$ cat config.mk
export PLATFORM = sky130hd
export DESIGN_NAME = ies_selector
export DESIGN_NICKNAME = d
export VERILOG_FILES = /design/src/ies_pkg.sv /design/src/ies_selector.sv
export SDC_FILE = /design/constraint.sdc
export NUM_CORES = 1
export LEC_CHECK = 0
export BUFFER_PORTS_ARGS = -buffer_cell sky130_fd_sc_hd__buf_4
export CAP_MARGIN = 20
export CORE_MARGIN = 2
export CORE_UTILIZATION = 59
export DETAILED_ROUTE_END_ITERATION = 6
export HOLD_SLACK_MARGIN = 0.02
export PLACE_DENSITY = 0.81
export SETUP_SLACK_MARGIN = 0.5
export SYNTH_ARGS = -nofsm -noshare
export SYNTH_HDL_FRONTEND = slang
export SYNTH_SLANG_ARGS = --single-unit
$ cat constraint.sdc
create_clock -name pclk -period 3.7 [get_ports pclk]
set_input_delay 0.37 -clock pclk [delete_from_list [all_inputs] [get_ports pclk]]
set_output_delay 0.37 -clock pclk [all_outputs]
set_load 0.03 [all_outputs]
$ cat src/ies_pkg.sv
// package: offsets, field layout, event codes and reset values for the selector
package ies_pkg;

  // ==========================================================
  // register map
  localparam logic [31:0] IES_UPPER_ADDR   = 32'h019C_0000;
  localparam logic [31:0] IES_LOWER_ADDR   = 32'h019C_0004;
  localparam logic [31:0] IES_DMA_SYNC_ADDR = 32'h019C_0008;
  localparam logic [31:0] IES_IRQ_STAT_ADDR = 32'h019C_000C;
  localparam logic [31:0] IES_IRQ_CLR_ADDR  = 32'h019C_0010;
  localparam logic [31:0] IES_IRQ_EN_ADDR   = 32'h019C_0014;
  localparam logic [31:0] IES_DMA_SYNC_HI_ADDR = 32'h019C_0018;

  // ==========================================================
  // field layout: six 5-bit fields per selector, bits 15 and 31 unused
  localparam int IES_FIELD_W   = 5;
  localparam int IES_FIELDS    = 6;
  localparam int IES_SLOTS     = 16;
  localparam int IES_FIRST_PROG = 4;
  localparam int IES_DMA_CH    = 4;
  localparam logic [31:0] IES_SEL_MASK = 32'h7FFF_7FFF;
  localparam logic [31:0] IES_SYNC_MASK = 32'h1F1F_1F1F;
  localparam logic [31:0] IES_UPPER_RESET = 32'h0820_2D43;
  localparam logic [31:0] IES_LOWER_RESET = 32'h2507_18A4;
  localparam logic [31:0] IES_DMA_SYNC_RESET = 32'h0000_0000;
  localparam logic [3:0]  IES_IRQ_EN_RESET = 4'h0;

  // ==========================================================
  // 5-bit event codes (interrupt selector view, plus the dma view host code)
  localparam logic [4:0] IES_CODE_HOST   = 5'h00;
  localparam logic [4:0] IES_CODE_DMAEVT_HOST = 5'h10;
  localparam logic [4:0] IES_CODE_LAST   = 5'h12;

  // event sources from peripherals
  typedef struct packed {
    logic       serial2_receive_event;
    logic       serial2_transmit_event;
    logic       host_interrupt;
    logic       serial1_receive_event;
    logic       serial1_transmit_event;
    logic       serial0_receive_event;
    logic       serial0_transmit_event;
    logic [3:0] dma_channel_done;
    logic [3:0] external_pin_interrupt;
    logic       sdram_refresh_timer_interrupt;
    logic       timer1_interrupt;
    logic       timer0_interrupt;
  } ies_src_t;

  // per-channel DMA sync strobes
  typedef struct packed {
    logic [3:0] read_sync;
    logic [3:0] write_sync;
  } ies_sync_t;

endpackage

$ cat src/ies_selector.sv
// interrupt event selector: slot routing, DMA sync decode and APB registers
`timescale 1ns/1ps
// Notes on behaviour
// RULE1: sixteen slots, slot 0 highest priority
// RULE2: slots 0-3 fixed: reset, nmi, two reserved
// RULE3: slots 4-15 sourced by 5-bit selector fields
// RULE4: upper selector at 019C0000, lower at 019C0004
// RULE5: lower fields at 4:0..30:26, bits 15,31 empty
// RULE6: upper fields same layout for slots 10-15
// RULE7: reset slots 4-9: pins 4-7, dma 0-1
// RULE8: reset slots 10-15: sdram,dma2,dma3,host,t0,t1
// RULE9: interrupt selector code decode table
// RULE10: software avoids reserved selector codes
// RULE11: dma sync codes 01-0B timers, pins, dma
// RULE12: dma codes 0C-12 serial, host; others reserved
// RULE13: per-channel independent read and write sync
// RULE14: slot follows selected event; reserved means inactive
module ies_selector
  import ies_pkg::*;
#(
  parameter int SLOTS = 16
) (
  input  wire logic             pclk,
  input  wire logic             presetn,
  input  wire logic             psel,
  input  wire logic             penable,
  input  wire logic             pwrite,
  input  wire logic [31:0]      paddr,
  input  wire logic [31:0]      pwdata,
  output logic      [31:0]      prdata,
  output logic                  pready,
  output logic                  pslverr,
  input  wire logic             reset_event,
  input  wire logic             nmi_event,
  input  wire ies_src_t         src,
  output logic      [SLOTS-1:0] cpu_slot,
  output logic      [3:0]       cpu_top_slot,
  output logic                  cpu_any,
  output ies_sync_t             dma_sync,
  output logic                  irq
);

  // the slot map is fixed: refuse any other count at elaboration
  if (SLOTS != IES_SLOTS) begin : g_slots_check
    $error("ies_selector: SLOTS must be 16");
  end

  // ==========================================================
  // event decoders
  // interrupt view: host at 00000, 10000 reserved
  function automatic logic int_event(input logic [4:0] code,
                                     input ies_src_t s);
    logic v;
    v = 1'b0;
    unique case (code)
      5'h00: v = s.host_interrupt; // RULE9
      5'h01: v = s.timer0_interrupt;
      5'h02: v = s.timer1_interrupt;
      5'h03: v = s.sdram_refresh_timer_interrupt;
      5'h04, 5'h05, 5'h06, 5'h07: v = s.external_pin_interrupt[code[1:0]];
      5'h08, 5'h09, 5'h0A, 5'h0B: v = s.dma_channel_done[code[1:0]];
      5'h0C: v = s.serial0_transmit_event;
      5'h0D: v = s.serial0_receive_event;
      5'h0E: v = s.serial1_transmit_event;
      5'h0F: v = s.serial1_receive_event;
      5'h11: v = s.serial2_transmit_event;
      5'h12: v = s.serial2_receive_event;
      default: v = 1'b0; // RULE14
    endcase
    return v;
  endfunction

  // dma view: host moves to 10000, 00000 reserved
  function automatic logic dma_event(input logic [4:0] code,
                                     input ies_src_t s);
    logic v;
    v = 1'b0;
    if (code == IES_CODE_DMAEVT_HOST) begin
      v = s.host_interrupt; // RULE12
    end else if (code != IES_CODE_HOST && code <= IES_CODE_LAST) begin
      v = int_event(code, s); // RULE11
    end
    return v;
  endfunction

  function automatic logic [4:0] field(input logic [31:0] r, input int i);
    logic [4:0] f;
    f = 5'h00;
    unique case (i)
      0: f = r[4:0]; // RULE5 RULE6
      1: f = r[9:5];
      2: f = r[14:10];
      3: f = r[20:16];
      4: f = r[25:21];
      default: f = r[30:26];
    endcase
    return f;
  endfunction

  // ==========================================================
  // source synchronisers: sources may come from other clocks or pins
  ies_src_t src_s1, src_s2;
  logic     rst_s1, rst_s2, nmi_s1, nmi_s2;
  always_ff @(posedge pclk or negedge presetn) begin
    if (!presetn) begin
      src_s1 <= '0;
      src_s2 <= '0;
      {rst_s1, rst_s2, nmi_s1, nmi_s2} <= 4'h0;
    end else begin
      src_s1 <= src;
      src_s2 <= src_s1;
      rst_s1 <= reset_event;
      rst_s2 <= rst_s1;
      nmi_s1 <= nmi_event;
      nmi_s2 <= nmi_s1;
    end
  end

  // ==========================================================
  // registers
  logic [31:0] upper_slot_source_select, next_upper;
  logic [31:0] lower_slot_source_select, next_lower;
  // eight 5-bit codes do not fit one word: channels 2-3 sit in the high word
  logic [63:0] dma_sync_select, next_dma_sync;
  logic [3:0]  irq_status, next_status;
  logic [3:0]  irq_enable, next_enable;
  logic [31:0] next_prdata;
  logic        next_pslverr;
  logic        bad_code, next_bad;
  logic [3:0]  ev;

  wire setup  = psel && !penable;
  wire access = psel && penable;
  wire wr     = access && pwrite;

  // ==========================================================
  // routing
  logic [SLOTS-1:0] next_slot;
  logic [3:0]       next_top;
  logic             next_any;
  ies_sync_t        next_sync;
  logic [4:0]       code;

  always_comb begin
    next_slot = '0;
    next_slot[0] = rst_s2; // RULE2
    next_slot[1] = nmi_s2;
    for (int i = 0; i < IES_FIELDS; i++) begin
      // new selector applies from the cycle after the write completes
      next_slot[IES_FIRST_PROG + i] =
        int_event(field(lower_slot_source_select, i), src_s2); // RULE3 RULE14
      next_slot[IES_FIRST_PROG + IES_FIELDS + i] =
        int_event(field(upper_slot_source_select, i), src_s2);
    end
    next_top = 4'h0;
    for (int i = SLOTS - 1; i >= 0; i--) begin
      if (next_slot[i]) next_top = 4'(i); // RULE1
    end
    next_any = |next_slot;
    next_sync = '0;
    for (int c = 0; c < IES_DMA_CH; c++) begin
      code = dma_sync_select[c*16 +: 5];
      next_sync.read_sync[c] = dma_event(code, src_s2); // RULE13
      code = dma_sync_select[c*16 + 8 +: 5];
      next_sync.write_sync[c] = dma_event(code, src_s2);
    end
    code = 5'h00;
  end

  // ==========================================================
  // apb slave: zero wait, unmapped addresses answer pslverr
  always_comb begin
    next_upper    = upper_slot_source_select;
    next_lower    = lower_slot_source_select;
    next_dma_sync = dma_sync_select;
    next_enable   = irq_enable;
    next_prdata   = 32'h0000_0000;
    next_pslverr  = 1'b0;
    next_bad      = 1'b0;
    ev            = 4'h0;
    if (wr) begin
      unique case (paddr)
        IES_UPPER_ADDR: next_upper = pwdata & IES_SEL_MASK; // RULE4
        IES_LOWER_ADDR: next_lower = pwdata & IES_SEL_MASK;
        IES_DMA_SYNC_ADDR: next_dma_sync[31:0] = pwdata & IES_SYNC_MASK;
        IES_DMA_SYNC_HI_ADDR:
          next_dma_sync[63:32] = pwdata & IES_SYNC_MASK; // RULE13
        IES_IRQ_EN_ADDR: next_enable = pwdata[3:0];
        default: ;
      endcase
      // reserved code written: flagged, still routes nothing
      if (paddr == IES_UPPER_ADDR || paddr == IES_LOWER_ADDR) begin
        for (int i = 0; i < IES_FIELDS; i++) begin
          if (field(pwdata, i) > IES_CODE_LAST ||
              field(pwdata, i) == IES_CODE_DMAEVT_HOST) begin
            next_bad = 1'b1; // RULE10
          end
        end
      end
    end
    if (setup) begin
      unique case (paddr)
        IES_UPPER_ADDR: next_prdata = upper_slot_source_select;
        IES_LOWER_ADDR: next_prdata = lower_slot_source_select;
        IES_DMA_SYNC_ADDR: next_prdata = dma_sync_select[31:0];
        IES_DMA_SYNC_HI_ADDR: next_prdata = dma_sync_select[63:32];
        IES_IRQ_STAT_ADDR: next_prdata = {28'h0000000, irq_status};
        IES_IRQ_EN_ADDR: next_prdata = {28'h0000000, irq_enable};
        IES_IRQ_CLR_ADDR: next_prdata = 32'h0000_0000;
        default: next_pslverr = 1'b1;
      endcase
    end
    // events: reset seen, nmi seen, reserved-code write, any maskable slot
    ev[0] = rst_s2;
    ev[1] = nmi_s2;
    ev[2] = bad_code;
    ev[3] = |cpu_slot[SLOTS-1:IES_FIRST_PROG];
    next_status = irq_status;
    if (wr && paddr == IES_IRQ_CLR_ADDR) next_status = irq_status & ~pwdata[3:0];
    next_status = next_status | ev; // set wins over clear
  end

  always_ff @(posedge pclk or negedge presetn) begin
    if (!presetn) begin
      upper_slot_source_select <= IES_UPPER_RESET; // RULE8
      lower_slot_source_select <= IES_LOWER_RESET; // RULE7
      dma_sync_select <= {IES_DMA_SYNC_RESET, IES_DMA_SYNC_RESET};
      irq_status <= 4'h0;
      irq_enable <= IES_IRQ_EN_RESET;
      bad_code   <= 1'b0;
      prdata     <= 32'h0000_0000;
      pready     <= 1'b0;
      pslverr    <= 1'b0;
      cpu_slot   <= '0;
      cpu_top_slot <= 4'h0;
      cpu_any    <= 1'b0;
      dma_sync   <= '0;
      irq        <= 1'b0;
    end else begin
      upper_slot_source_select <= next_upper;
      lower_slot_source_select <= next_lower;
      dma_sync_select <= next_dma_sync;
      irq_status <= next_status;
      irq_enable <= next_enable;
      bad_code   <= next_bad;
      if (setup) begin
        prdata  <= next_prdata;
        pslverr <= next_pslverr;
      end
      pready     <= setup;
      cpu_slot   <= next_slot;
      cpu_top_slot <= next_top;
      cpu_any    <= next_any;
      dma_sync   <= next_sync;
      irq        <= |(next_status & next_enable);
    end
  end

  // ==========================================================
  // checks
  a_fixed_reserved: assert property ( // RULE2
    @(posedge pclk) disable iff (!presetn)
    cpu_slot[3:2] == 2'b00) else $error("reserved slot active");
  a_upper_addr: assert property ( // RULE4
    @(posedge pclk) disable iff (!presetn)
    wr && paddr == IES_UPPER_ADDR |=> upper_slot_source_select ==
    ($past(pwdata) & IES_SEL_MASK)) else $error("upper write lost");
  a_lower_addr: assert property ( // RULE4
    @(posedge pclk) disable iff (!presetn)
    wr && paddr == IES_LOWER_ADDR |=> lower_slot_source_select ==
    ($past(pwdata) & IES_SEL_MASK)) else $error("lower write lost");
  a_unused_bits: assert property ( // RULE5 RULE6
    @(posedge pclk) disable iff (!presetn)
    (upper_slot_source_select & ~IES_SEL_MASK) == 32'h0000_0000 &&
    (lower_slot_source_select & ~IES_SEL_MASK) == 32'h0000_0000)
    else $error("unused bit set");
  // a slot shows the selector and sources of the cycle before
  a_slot4_route: assert property ( // RULE3
    @(posedge pclk) disable iff (!presetn)
    ##1 cpu_slot[4] ==
    int_event($past(lower_slot_source_select[4:0]), $past(src_s2)))
    else $error("slot 4 route wrong");
  a_slot15_route: assert property ( // RULE6
    @(posedge pclk) disable iff (!presetn)
    ##1 cpu_slot[15] ==
    int_event($past(upper_slot_source_select[30:26]), $past(src_s2)))
    else $error("slot 15 route wrong");
  a_reserved_idle: assert property ( // RULE14
    @(posedge pclk) disable iff (!presetn)
    lower_slot_source_select[9:5] > 5'h12 ##1
    $stable(lower_slot_source_select) |-> !cpu_slot[5])
    else $error("reserved code drives slot");
  a_top_priority: assert property ( // RULE1
    @(posedge pclk) disable iff (!presetn)
    cpu_slot[0] |-> cpu_top_slot == 4'h0 && cpu_any)
    else $error("slot 0 not top");
  a_top_lower: assert property ( // RULE1
    @(posedge pclk) disable iff (!presetn)
    cpu_any |-> cpu_slot[cpu_top_slot] &&
    ((cpu_slot & ((16'h0001 << cpu_top_slot) - 16'h0001)) == 16'h0000))
    else $error("priority order wrong");
  a_dma_host: assert property ( // RULE12
    @(posedge pclk) disable iff (!presetn)
    dma_sync_select[4:0] == 5'h00 ##1 $stable(dma_sync_select)
    |-> !dma_sync.read_sync[0]) else $error("dma code 0 fires");
  a_dma_timer: assert property ( // RULE11 RULE13
    @(posedge pclk) disable iff (!presetn)
    dma_sync_select[12:8] == 5'h01 ##1 $stable(dma_sync_select)
    |-> dma_sync.write_sync[0] == $past(src_s2.timer0_interrupt))
    else $error("dma timer sync wrong");
  a_dma_hi_write: assert property ( // RULE13
    @(posedge pclk) disable iff (!presetn)
    wr && paddr == IES_DMA_SYNC_HI_ADDR |=> dma_sync_select[63:32] ==
    ($past(pwdata) & IES_SYNC_MASK)) else $error("high sync write lost");
  a_nmi_sticky: assert property ( // RULE2
    @(posedge pclk) disable iff (!presetn)
    nmi_s2 |=> irq_status[1]) else $error("nmi not recorded");
  a_pready_pulse: assert property ( // RULE4
    @(posedge pclk) disable iff (!presetn)
    setup |=> pready ##1 !pready) else $error("pready not one cycle");
  a_irq_level: assert property (
    @(posedge pclk) disable iff (!presetn)
    ##1 irq == |(irq_status & irq_enable)) else $error("irq level wrong");

endmodule

---- After elaboration in Yosys (flattened, before gate mapping) ----
Index checks and enable logic that the tools add are counted.
Widths: inputs -> output; s select.
operators by class
  $lt $le $gt $ge ......................... 34
  muxes and demuxes ....................... 155
  bitwise operators ....................... 4
  equality and inequality tests ........... 361
  reduce and logical (&&, ||, !) cells .... 96
operator list
  operator              number
  $eq 5x4->1 const B    160
  $eq 5x3->1 const B    80
  $eq 5x5->1 const B    54
  $pmux 1 s12           20
  $eq 32x25->1 const B  7
  $eq 5x2->1 const B    40
  $pmux 31 s6           1
  $reduce_or 4->1       41
  $eq 5x1->1 const B    20
  $logic_not 5->1       20
  $bmux 1 s2            40
  $mux 4                17
  $mux 1                65
  $lt 2x3->1 const B    20
  $mux 5                12
  $le 5x5->1 const B    8
  $reduce_bool 5->1     8
  $gt 5x5->1 const B    6
  $reduce_or 14->1      1
  $logic_and 1x1->1     12
  $reduce_or 12->1      1
  $and 4x4->4           2
  $reduce_and 2->1      4
  $logic_or 1x1->1      7
  4 further kinds       4
word-level totals
  flip-flop bits (word level) ............. 211
  output and inout port bits .............. 64
  logic and storage cells ................. 694

---- Logic depth before layout (Yosys ltp) ----
Gate-level depths: netlist of the first run.
  depth after elaboration ................. 17
  depth in mapped cells ................... 9

---- Worst setup path before layout of the first run ----
Ideal clock, no wire load.
  path kind ............................... register to register
  start ................................... register upper_slot_source_select[0]
  end ..................................... register cpu_top_slot[2]
  path slack .............................. 0.968 ns
  clock period less this slack ............ 2.732 ns
  stages on the path, launching flop included .. 8
  data required time ...................... 3.606 ns
  arrival time ............................ 2.638 ns
  cells stage by stage .................... dfstp_2 > buf_2 > mux4_2 > mux4_2 > o31a_1 > or3_1 > o21bai_1 > a211oi_1
on the way
  cells in the longest elaborated chain, start to end .. 12
  elaborated cells between the ends (all ways) .. 34
  those cells by class .................... 17 x eq/ne; 14 x mux; 3 x reduce/logical
RTL lines
  what                                           line                 source
  from (decl)                                    ies_selector.sv:121  logic [31:0] upper_slot_source_select, next_upper;
  from (signal assigned)                         ies_selector.sv:240  upper_slot_source_select <= next_upper;
  $eq 5x4->1, or another cell as far along       ies_selector.sv:55   unique case (code)
  $reduce_or 4->1, or another cell as far along  ies_selector.sv:55
  $pmux 1 s12 *                                  ies_selector.sv:55
  net next_slot[10]                              ies_selector.sv:138  logic [SLOTS-1:0] next_slot;
  $mux 4 * (9 in series)                         ies_selector.sv:157  if (next_slot[i]) next_top = 4'(i);
  net next_top[2]                                ies_selector.sv:139  logic [3:0] next_top;
  to (signal assigned)                           ies_selector.sv:252  cpu_top_slot <= next_top;
  to (decl)                                      ies_selector.sv:37   output logic [3:0] cpu_top_slot,
The timed path passes the listed nets; every way through them passes the cells marked *. The select of a mux whose other input is x is not followed.
A chain may end at the register's enable or synchronous reset.

---- Worst setup path after layout of the first run ----
  start ................................... register src_s2[10] in the netlist's numbering
  end ..................................... register cpu_top_slot[1]
on the way
  elaborated cells between the ends (all ways) .. 50
  those cells by class .................... 50 x mux
RTL lines
  what                          line                 source
  from (decl)                   ies_selector.sv:102  ies_src_t src_s1, src_s2;
  from (signal assigned)        ies_selector.sv:111  src_s2 <= src_s1;
  $bmux 1 s2                    ies_selector.sv:61   5'h08, 5'h09, 5'h0A, 5'h0B: v = s.dma_channel_done[code[1:0]];
  $mux 1 (not written as such)  ies_selector.sv:61
  $pmux 1 s12                   ies_selector.sv:55
  net next_slot[5]              ies_selector.sv:138
  $mux 4 (4 in series)          ies_selector.sv:157
  net next_top[1]               ies_selector.sv:139
The timed path passes the listed nets, and every way through them passes these cells. The select of a mux whose other input is x is not followed.

==> run_results.csv, run 1 <==
group,metric,value,unit
finish,antenna_cells,0,
grt,grt_pass1_vias,9357,
setup_path,worstPathRequired,4.16,ns
grt,grt_usage,0.3314,
pwr,powerDensity,381.7,nW/um2
synth,synth.distinct_cells,71,
synth,synthCells,1020,
routing,dr.pass1.iters,6,
sta,slew_violations,0,
routing,antenna_left,0,
pwr,p_leak,5.891,nW
sta,worst_slack,0.7246,ns
setup_path,end_kind,"flip-flop",
cts,clk_path_buf_depth,3,
pwr,p_int,4.093,mW
placed_design,hpwlAfterDp,22.29,mm
routing,num_vias,9594,
pwr,power_switching,1.240,mW
cts,clkLatencyLatePin,0.52,ns
placed_design,numPortBuffers,146,
finish,ff_latch_area,5255,um2
finish,fill_cells,1310,
sta,tns,0,ns
synth,synth_edf_count,0,
sta,period_needed,2.975,ns
sta,hold_slack,0.1001,ns
outcome,status,"finished, final reports clean",
cts,cts.clk_slew.worst_paths,0.06,ns
cts,numCtsBuffers,23,
sta,finalCritPeriodShare,0.8042,
pwr,switching_share,0.2325,
cts,cts_repair_resize_count,0,
placed_design,place.gp.congestion,0.8856,
placed_design,place_ws,0.6204,ns
setup_path,worstPathArrival,3.43,ns
synth,yosysWarnings,0,
cts,cts.htree.levels,1,
synth,ys.flop_type,"dfrtp_1",
synth,syn_area,11670,um2
die,die_w,144.6,um
setup_path,cp_max_fo,12,
worst_hold_path,hold_class,"in -> reg",
die,rows,51,
pwr,ir_drop,435.3,uV
die,core,19460,um2
finish,area_delta_synth_final,19.74,%
routing,drc,0,
routing,vias_per_cell,6.775,
grt,grt_overflow,0,
setup_path,critPathLaunchType,"flip-flop",
flow_run,max_cap_viol_count,0,
synth,synthArstFlopShare,1.000,
pwr,power.total,5.333,mW
finish,multi_input_area,5902,um2
routing,drt_iter0_drc,1310,
sta,rsz0062_at_grt,"false",
finish,fin_util,0.7179,
synth,seq_area_frac_synth,0.4504,
sta,hold_viol_final,0,
die,die_h,144.6,um
sta,max_freq,336.1,MHz
synth,ys_ff_latch,209,
finish,nets,1223,
cts,cts_sinks,209,
grt,antenna_found_initial,0,
pwr,p_comb_frac,0.077,
sta,relSlewSlack,0.3399,
grt,grt_max_degree,94,
cts,tritoncts,"yes",
routing,route.detailed.wl_per_inst,24.12,um
synth,synth_area_per_cell,11.44,um2
die,ios,153,
sta,tightest_slew,0.9778,ns
grt,grt_pass1_wl,52.41,mm
sta,finalSetupViolCount,0,
setup_path,path_class,"reg -> reg",
finish,layout-drive-gt1-share,0.3658,
die,die_area,20920,um2
pwr,clkPwrFrac,0.475,
die,initial_utilization,0.5995,
pwr,pwr-share-seq,0.448,
cts,clock_tree.root_cell,"clkbuf_16",
sta,skew,0.01562,ns
routing,drt-total-wl,34.15,mm
==> power groups by stage <==
stage | registers, mW | logic [mW] | clock network, mW
2_1_floorplan | 2.40 | 0.168 | 0
3_3_place_gp | 2.42 | 0.380 | 0
3_5_place_dp | 2.42 | 0.389 | 0
4_1_cts | 2.38 | 0.409 | 2.56
5_1_grt | 2.39 | 0.441 | 2.66
6_report | 2.39 | 0.411 | 2.53
==> final cells by class <==
type | count | share of cell area
Inverter | 23 | 0.006179
Sequential cell | 209 | 0.3761
Tap cell | 265 | 0.02373
Multi-Input combinational cell | 678 | 0.4224
Clock inverter | 13 | 0.01603
Timing Repair Buffer | 199 | 0.1120
Clock buffer | 29 | 0.04352
==> layer usage <==
layer | up-vias | track usage | wire length, um
li1 | 4083 | - | -
met5 | - | 0 | 0
met4 | 0 | 0.1538 | 1557
met1 | 4724 | 0.4386 | 12710
met2 | 661 | 0.5243 | 16070
met3 | 126 | 0.07483 | 3806
==> through the flow <==
step                      instance area, um2  instances
after floorplan                        11680       1023
after global placement                 12930       1353
after detailed placement               12930       1353
after CTS                              13970       1416
after global routing                   13970       1416
final                                  13970       1416
==> worst paths after layout <==
check                            from                     endpoint  slack (ns)  cells after the start
setup / recovery           src_s2[10]              cpu_top_slot[1]        0.72                      8
hold / removal              pwdata[6]  upper_slot_source_select[6]        0.10                      2
min in group asynchronous     presetn                    src_s1[4]        0.41                      2
setup reg to reg           src_s2[10]              cpu_top_slot[1]        0.72                      8
max in group asynchronous     presetn  upper_slot_source_select[0]        2.30                      3
hold reg to reg             src_s1[6]                    src_s2[6]        0.35                      0
==> flip-flops by register name, summed over array words and instances, names as in the netlist <==
| signal | count |
|---|---|
| src_s2 | 18 |
| cpu_any | 1 |
| dma_sync_select | 40 |
| irq_status | 4 |
| rst_s1 | 1 |
| cpu_top_slot | 4 |
| lower_slot_source_select | 30 |
| prdata | 30 |
| upper_slot_source_select | 30 |
| pready | 1 |
| rst_s2 | 1 |
| nmi_s2 | 1 |
| nmi_s1 | 1 |
| bad_code | 1 |
| irq | 1 |
| dma_sync | 8 |
| cpu_slot | 14 |
| src_s1 | 18 |
| irq_enable | 4 |
| pslverr | 1 |
==> Yosys cell counts, types with 6 or more instances <==
master / instances / area share
nor2b_1: 16 / 0.0086
mux4_2: 56 / 0.11
o31ai_1: 12 / 0.0077
a221o_1: 9 / 0.0077
nor2_1: 35 / 0.011
o21ai_0: 49 / 0.021
nand3b_1: 17 / 0.011
nand2_1: 61 / 0.020
nand2b_1: 12 / 0.0064
mux2i_1: 36 / 0.031
a21oi_1: 30 / 0.013
dfstp_2: 20 / 0.045
a22oi_1: 15 / 0.0097
xnor2_1: 6 / 0.0045
nand3_1: 21 / 0.0090
nand4b_1: 6 / 0.0045
inv_1: 23 / 0.0074
nor3_1: 15 / 0.0064
a221oi_1: 7 / 0.0053
a21boi_0: 11 / 0.0071
o211ai_1: 12 / 0.0077
nor4_1: 11 / 0.0059
o22ai_1: 6 / 0.0032
mux2_2: 114 / 0.11
and3b_1: 7 / 0.0053
dfrtp_1: 189 / 0.41
clkbuf_1: 95 / 0.031
a21o_1: 10 / 0.0064
a31oi_1: 7 / 0.0038
a222oi_1: 16 / 0.014
buf_1: 8 / 0.0026
==> cells in the final DEF, fill, tap and decap left out, types with 7 or more instances in the layout <==
cell type,count
nand2_1,61
mux2_2,114
nor4_1,10
a21o_1,10
a21boi_0,11
o211ai_1,12
a31oi_1,7
a21oi_1,30
nor3_1,13
o21ai_0,49
o31ai_1,12
a222oi_1,16
clkbuf_16,23
inv_1,23
nor2b_1,16
mux4_2,56
dlygate4sd3_1,21
mux2i_1,36
dfstp_2,20
nand3b_1,17
nor2_1,35
a22oi_1,15
a221o_1,9
nand3_1,21
and3b_1,7
buf_4,176
a221oi_1,7
nand2b_1,12
dfrtp_1,189
==> kinds of logic after synthesis <==
logic type             Yosys count  synth area share
flip-flops                     209            0.4504
multiplexers                   208            0.2516
XOR/XNOR                         6          0.004504
buffers and inverters          136           0.04621
AO/OA/AOI/OAI                  222            0.1350
AND/OR/NAND/NOR                238            0.1121
other                            1         0.0003214
==> repair_timing <==
item,CTS,global route
hold endpoints to repair,88,0
setup buffers,0,0
hold buffers,21,0
endpoints found under the setup margin,0,0
==> critical path, stage by stage (launching register included) <==
cell and delay (ns):
dfrtp_1 0.63, buf_4 0.31, mux4_2 0.48, mux2_2 0.29, mux2i_1 0.15, o22ai_1 0.21, nor4_1 0.49, nor2b_1 0.19
a22o_1 0.15
(Power assumes the default switching activity.)
==> run 2: changes to the inputs <==
- CORE_UTILIZATION: 59 -> 53
- PLACE_DENSITY: 0.81 -> 0.77
- clock period: 3.7 -> 2.7 ns (I/O delays scaled with it)
==> run 2 against run 1 <==
The flow now finishes with violations (DRC). Core utilization shrank 3.9 points. Sequential power increased by 35%. Setup slack worse by 0.69 ns. Count of clock-buffer cells in the layout is the same. Routed wire length grew 4.1%. Final area up 5.3%. Total power rose by 35%. Sequential share of layout area down 1.9 points. Combinational power up 65%. First-iteration DRC count shrank 24%.
==> run_results.csv, run 2 (synthesis results as in run 1) <==
group,metric,value,unit
setup_path,worstPathArrival,3.08,ns
sta,period_needed,2.666,ns
finish,layout_common_cells,"buf_4 (207), dfrtp_1 (186), mux2_2 (114)",
setup_path,path_delay_family,"multiplexers",
routing,vias_per_cell,6.544,
finish,nets,1280,
setup_path,end_kind,"flip-flop",
worst_hold_path,hold_class,"in -> reg",
worst_hold_path,hold_depth,2,
die,initial_utilization,0.5380,
outcome,violations,"DRC",
setup_path,max_stage_delay,0.58,ns
grt,grt_usage,0.3034,
finish,fin_cells,1488,
grt,grt_pass1_vias,9873,
setup_path,critPathLaunchType,"flip-flop",
routing,drc,1,
die,die_area,23220,um2
routing,drt-total-wl,35.55,mm
cts,clkLatencyLatePin,0.52,ns
grt,grt_overflow,0,
setup_path,reg2regPathDepth,6,
finish,largest_reg_flops,40,
flow_run,max_cap_viol_count,0,
finish,area_delta_synth_final,26.11,%
setup_path,r2r_slack,0.03,ns
setup_path,cp_max_fo,4,
placed_design,place.gp.congestion,0.9477,
grt,grt_busiest_layer,"met2",
cts,clock_tree.root_cell,"clkbuf_16",
placed_design,hpwlAfterDp,24.36,mm
finish,regMostFlops,"dma_sync_select",
grt,grt_pass1_wl,55.76,mm
sta,finalCritPeriodShare,0.9874,
cts,cts_sinks,209,
setup_path,cp_slowest_cell,"dfstp_2",
pwr,powerDensity,490.8,nW/um2
sta,worst_slack,0.03403,ns
setup_path,r2r_start,"upper_slot_source_select[0]",
grt,grt_use_met2,0.4912,
routing,route.detailed.wl_per_inst,23.89,um
sta,rsz0062_at_grt,"true",
routing,antenna_left,0,
sta,skew,0.01729,ns
cts,numCtsBuffers,22,
setup_path,path_class,"reg -> reg",
pwr,ir_drop,359.2,uV
cts,cts.clk_slew.worst_paths,0.06,ns
die,die_h,152.4,um
die,rows,54,
setup_path,worstPathRequired,3.11,ns
cts,tritoncts,"yes",
routing,drt_iter0_drc,994,
placed_design,post-place-cells,1413,
routing,dr.pass1.iters,7,
outcome,status,"finished with violations",
placed_design,numPortBuffers,146,
routing,num_vias,9738,
grt,grt_use_met1,0.4074,
grt,use_met3,0.05489,
sta,max_freq,375.1,MHz
die,ios,153,
die,core,21690,um2
pwr,p_leak,6.244,nW
sta,slew_violations,0,
worst_hold_path,whs_endpoint,"lower_slot_source_select[28]",
cts,clk_path_buf_depth,3,
sta,relSlewSlack,0.4121,
grt,antenna_found_initial,2,
grt,grt_max_degree,70,
finish,layout-drive-gt1-share,0.4027,
setup_path,path_common_cell,"mux4_2",
worst_hold_path,hp-start,"pwdata[28]",
setup_path,reg2reg_to,"cpu_top_slot[2]",
cts,cts.htree.levels,1,
setup_path,crit_buf_inv,0,
placed_design,place_ws,-0.01696,ns
finish,mostFrequentLayoutCell,"buf_4",
sta,finalSetupViolCount,0,
setup_path,crit_path_cell_trace,"mux4_2 > mux4_2 > o31a_1 > or3_4 > o21bai_1 > a211oi_1",
die,die_w,152.4,um
sta,tightest_slew,0.8744,ns
sta,hold_viol_final,0,
==> run 2: where the power goes <==
| group | switching, mW | internal (mW) |
|---|---|---|
| clock network | 1.29 | 2.03 |
| logic | 0.368 | 0.312 |
| registers | 0.0466 | 3.18 |
==> run 2: repair_timing <==
item | in CTS | in global routing
pin swaps | 2 | 5
gates resized for setup | 15 | 15
hold endpoints to repair | 94 | 0
hold buffers | 31 | 0
setup buffers | 3 | 0
endpoints found under the setup margin | 7 | 34
==> run 2: how the worst max path moves through the flow <==
stage	cells after the start	endpoint	startpoint
after global routing	6	cpu_top_slot[2]	upper_slot_source_select[0]
after global placement	8	irq	paddr[25]
after floorplan	7	cpu_any	upper_slot_source_select[0]
after CTS	6	cpu_top_slot[2]	upper_slot_source_select[0]
final	6	cpu_top_slot[2]	upper_slot_source_select[0]
after detailed placement	8	irq	paddr[25]
==> run 2: area by class of cell <==
type                    instances  area [um2]
inverters                      23       86.33
clock buffers                  29       628.1
well taps                     280       350.3
repair buffers                257        2177
clock inverters                11       166.4
flip-flops and latches        209        5259
fillers                      1554        6973
diodes                          1       2.502
multi-input cells             678        6046
==> run 2: through the flow <==
step,util,cell area [um2],setup TNS (ns),hold slack (ns),power (mW)
floorplan,-,11790,0,-0.02559,3.516
global route,0.6784,14710,-0.04032,0.02370,7.442
finish,0.6785,14720,0,0.02555,7.223
global placement,0.6199,13450,0,0.3190,3.886
CTS,0.6746,14630,0,0.02035,7.235
detailed placement,0.6199,13450,-0.02588,0.3217,3.895
==> run 2: worst reg2reg max path: stages (launching register included) <==
cell	delay [ns]
dfstp_2	0.58
mux4_2	0.52
mux4_2	0.45
o31a_1	0.30
or3_4	0.35
o21bai_1	0.17
a211oi_1	0.21
==> run 2: metal layers <==
metal / part of all wire / vias to the layer above / wire [um]
met5: 0 / - / 0
met4: 0.042 / 0 / 1490
met3: 0.098 / 125 / 3482
met2: 0.47 / 599 / 16870
met1: 0.39 / 4815 / 13700
li1: - / 4199 / -
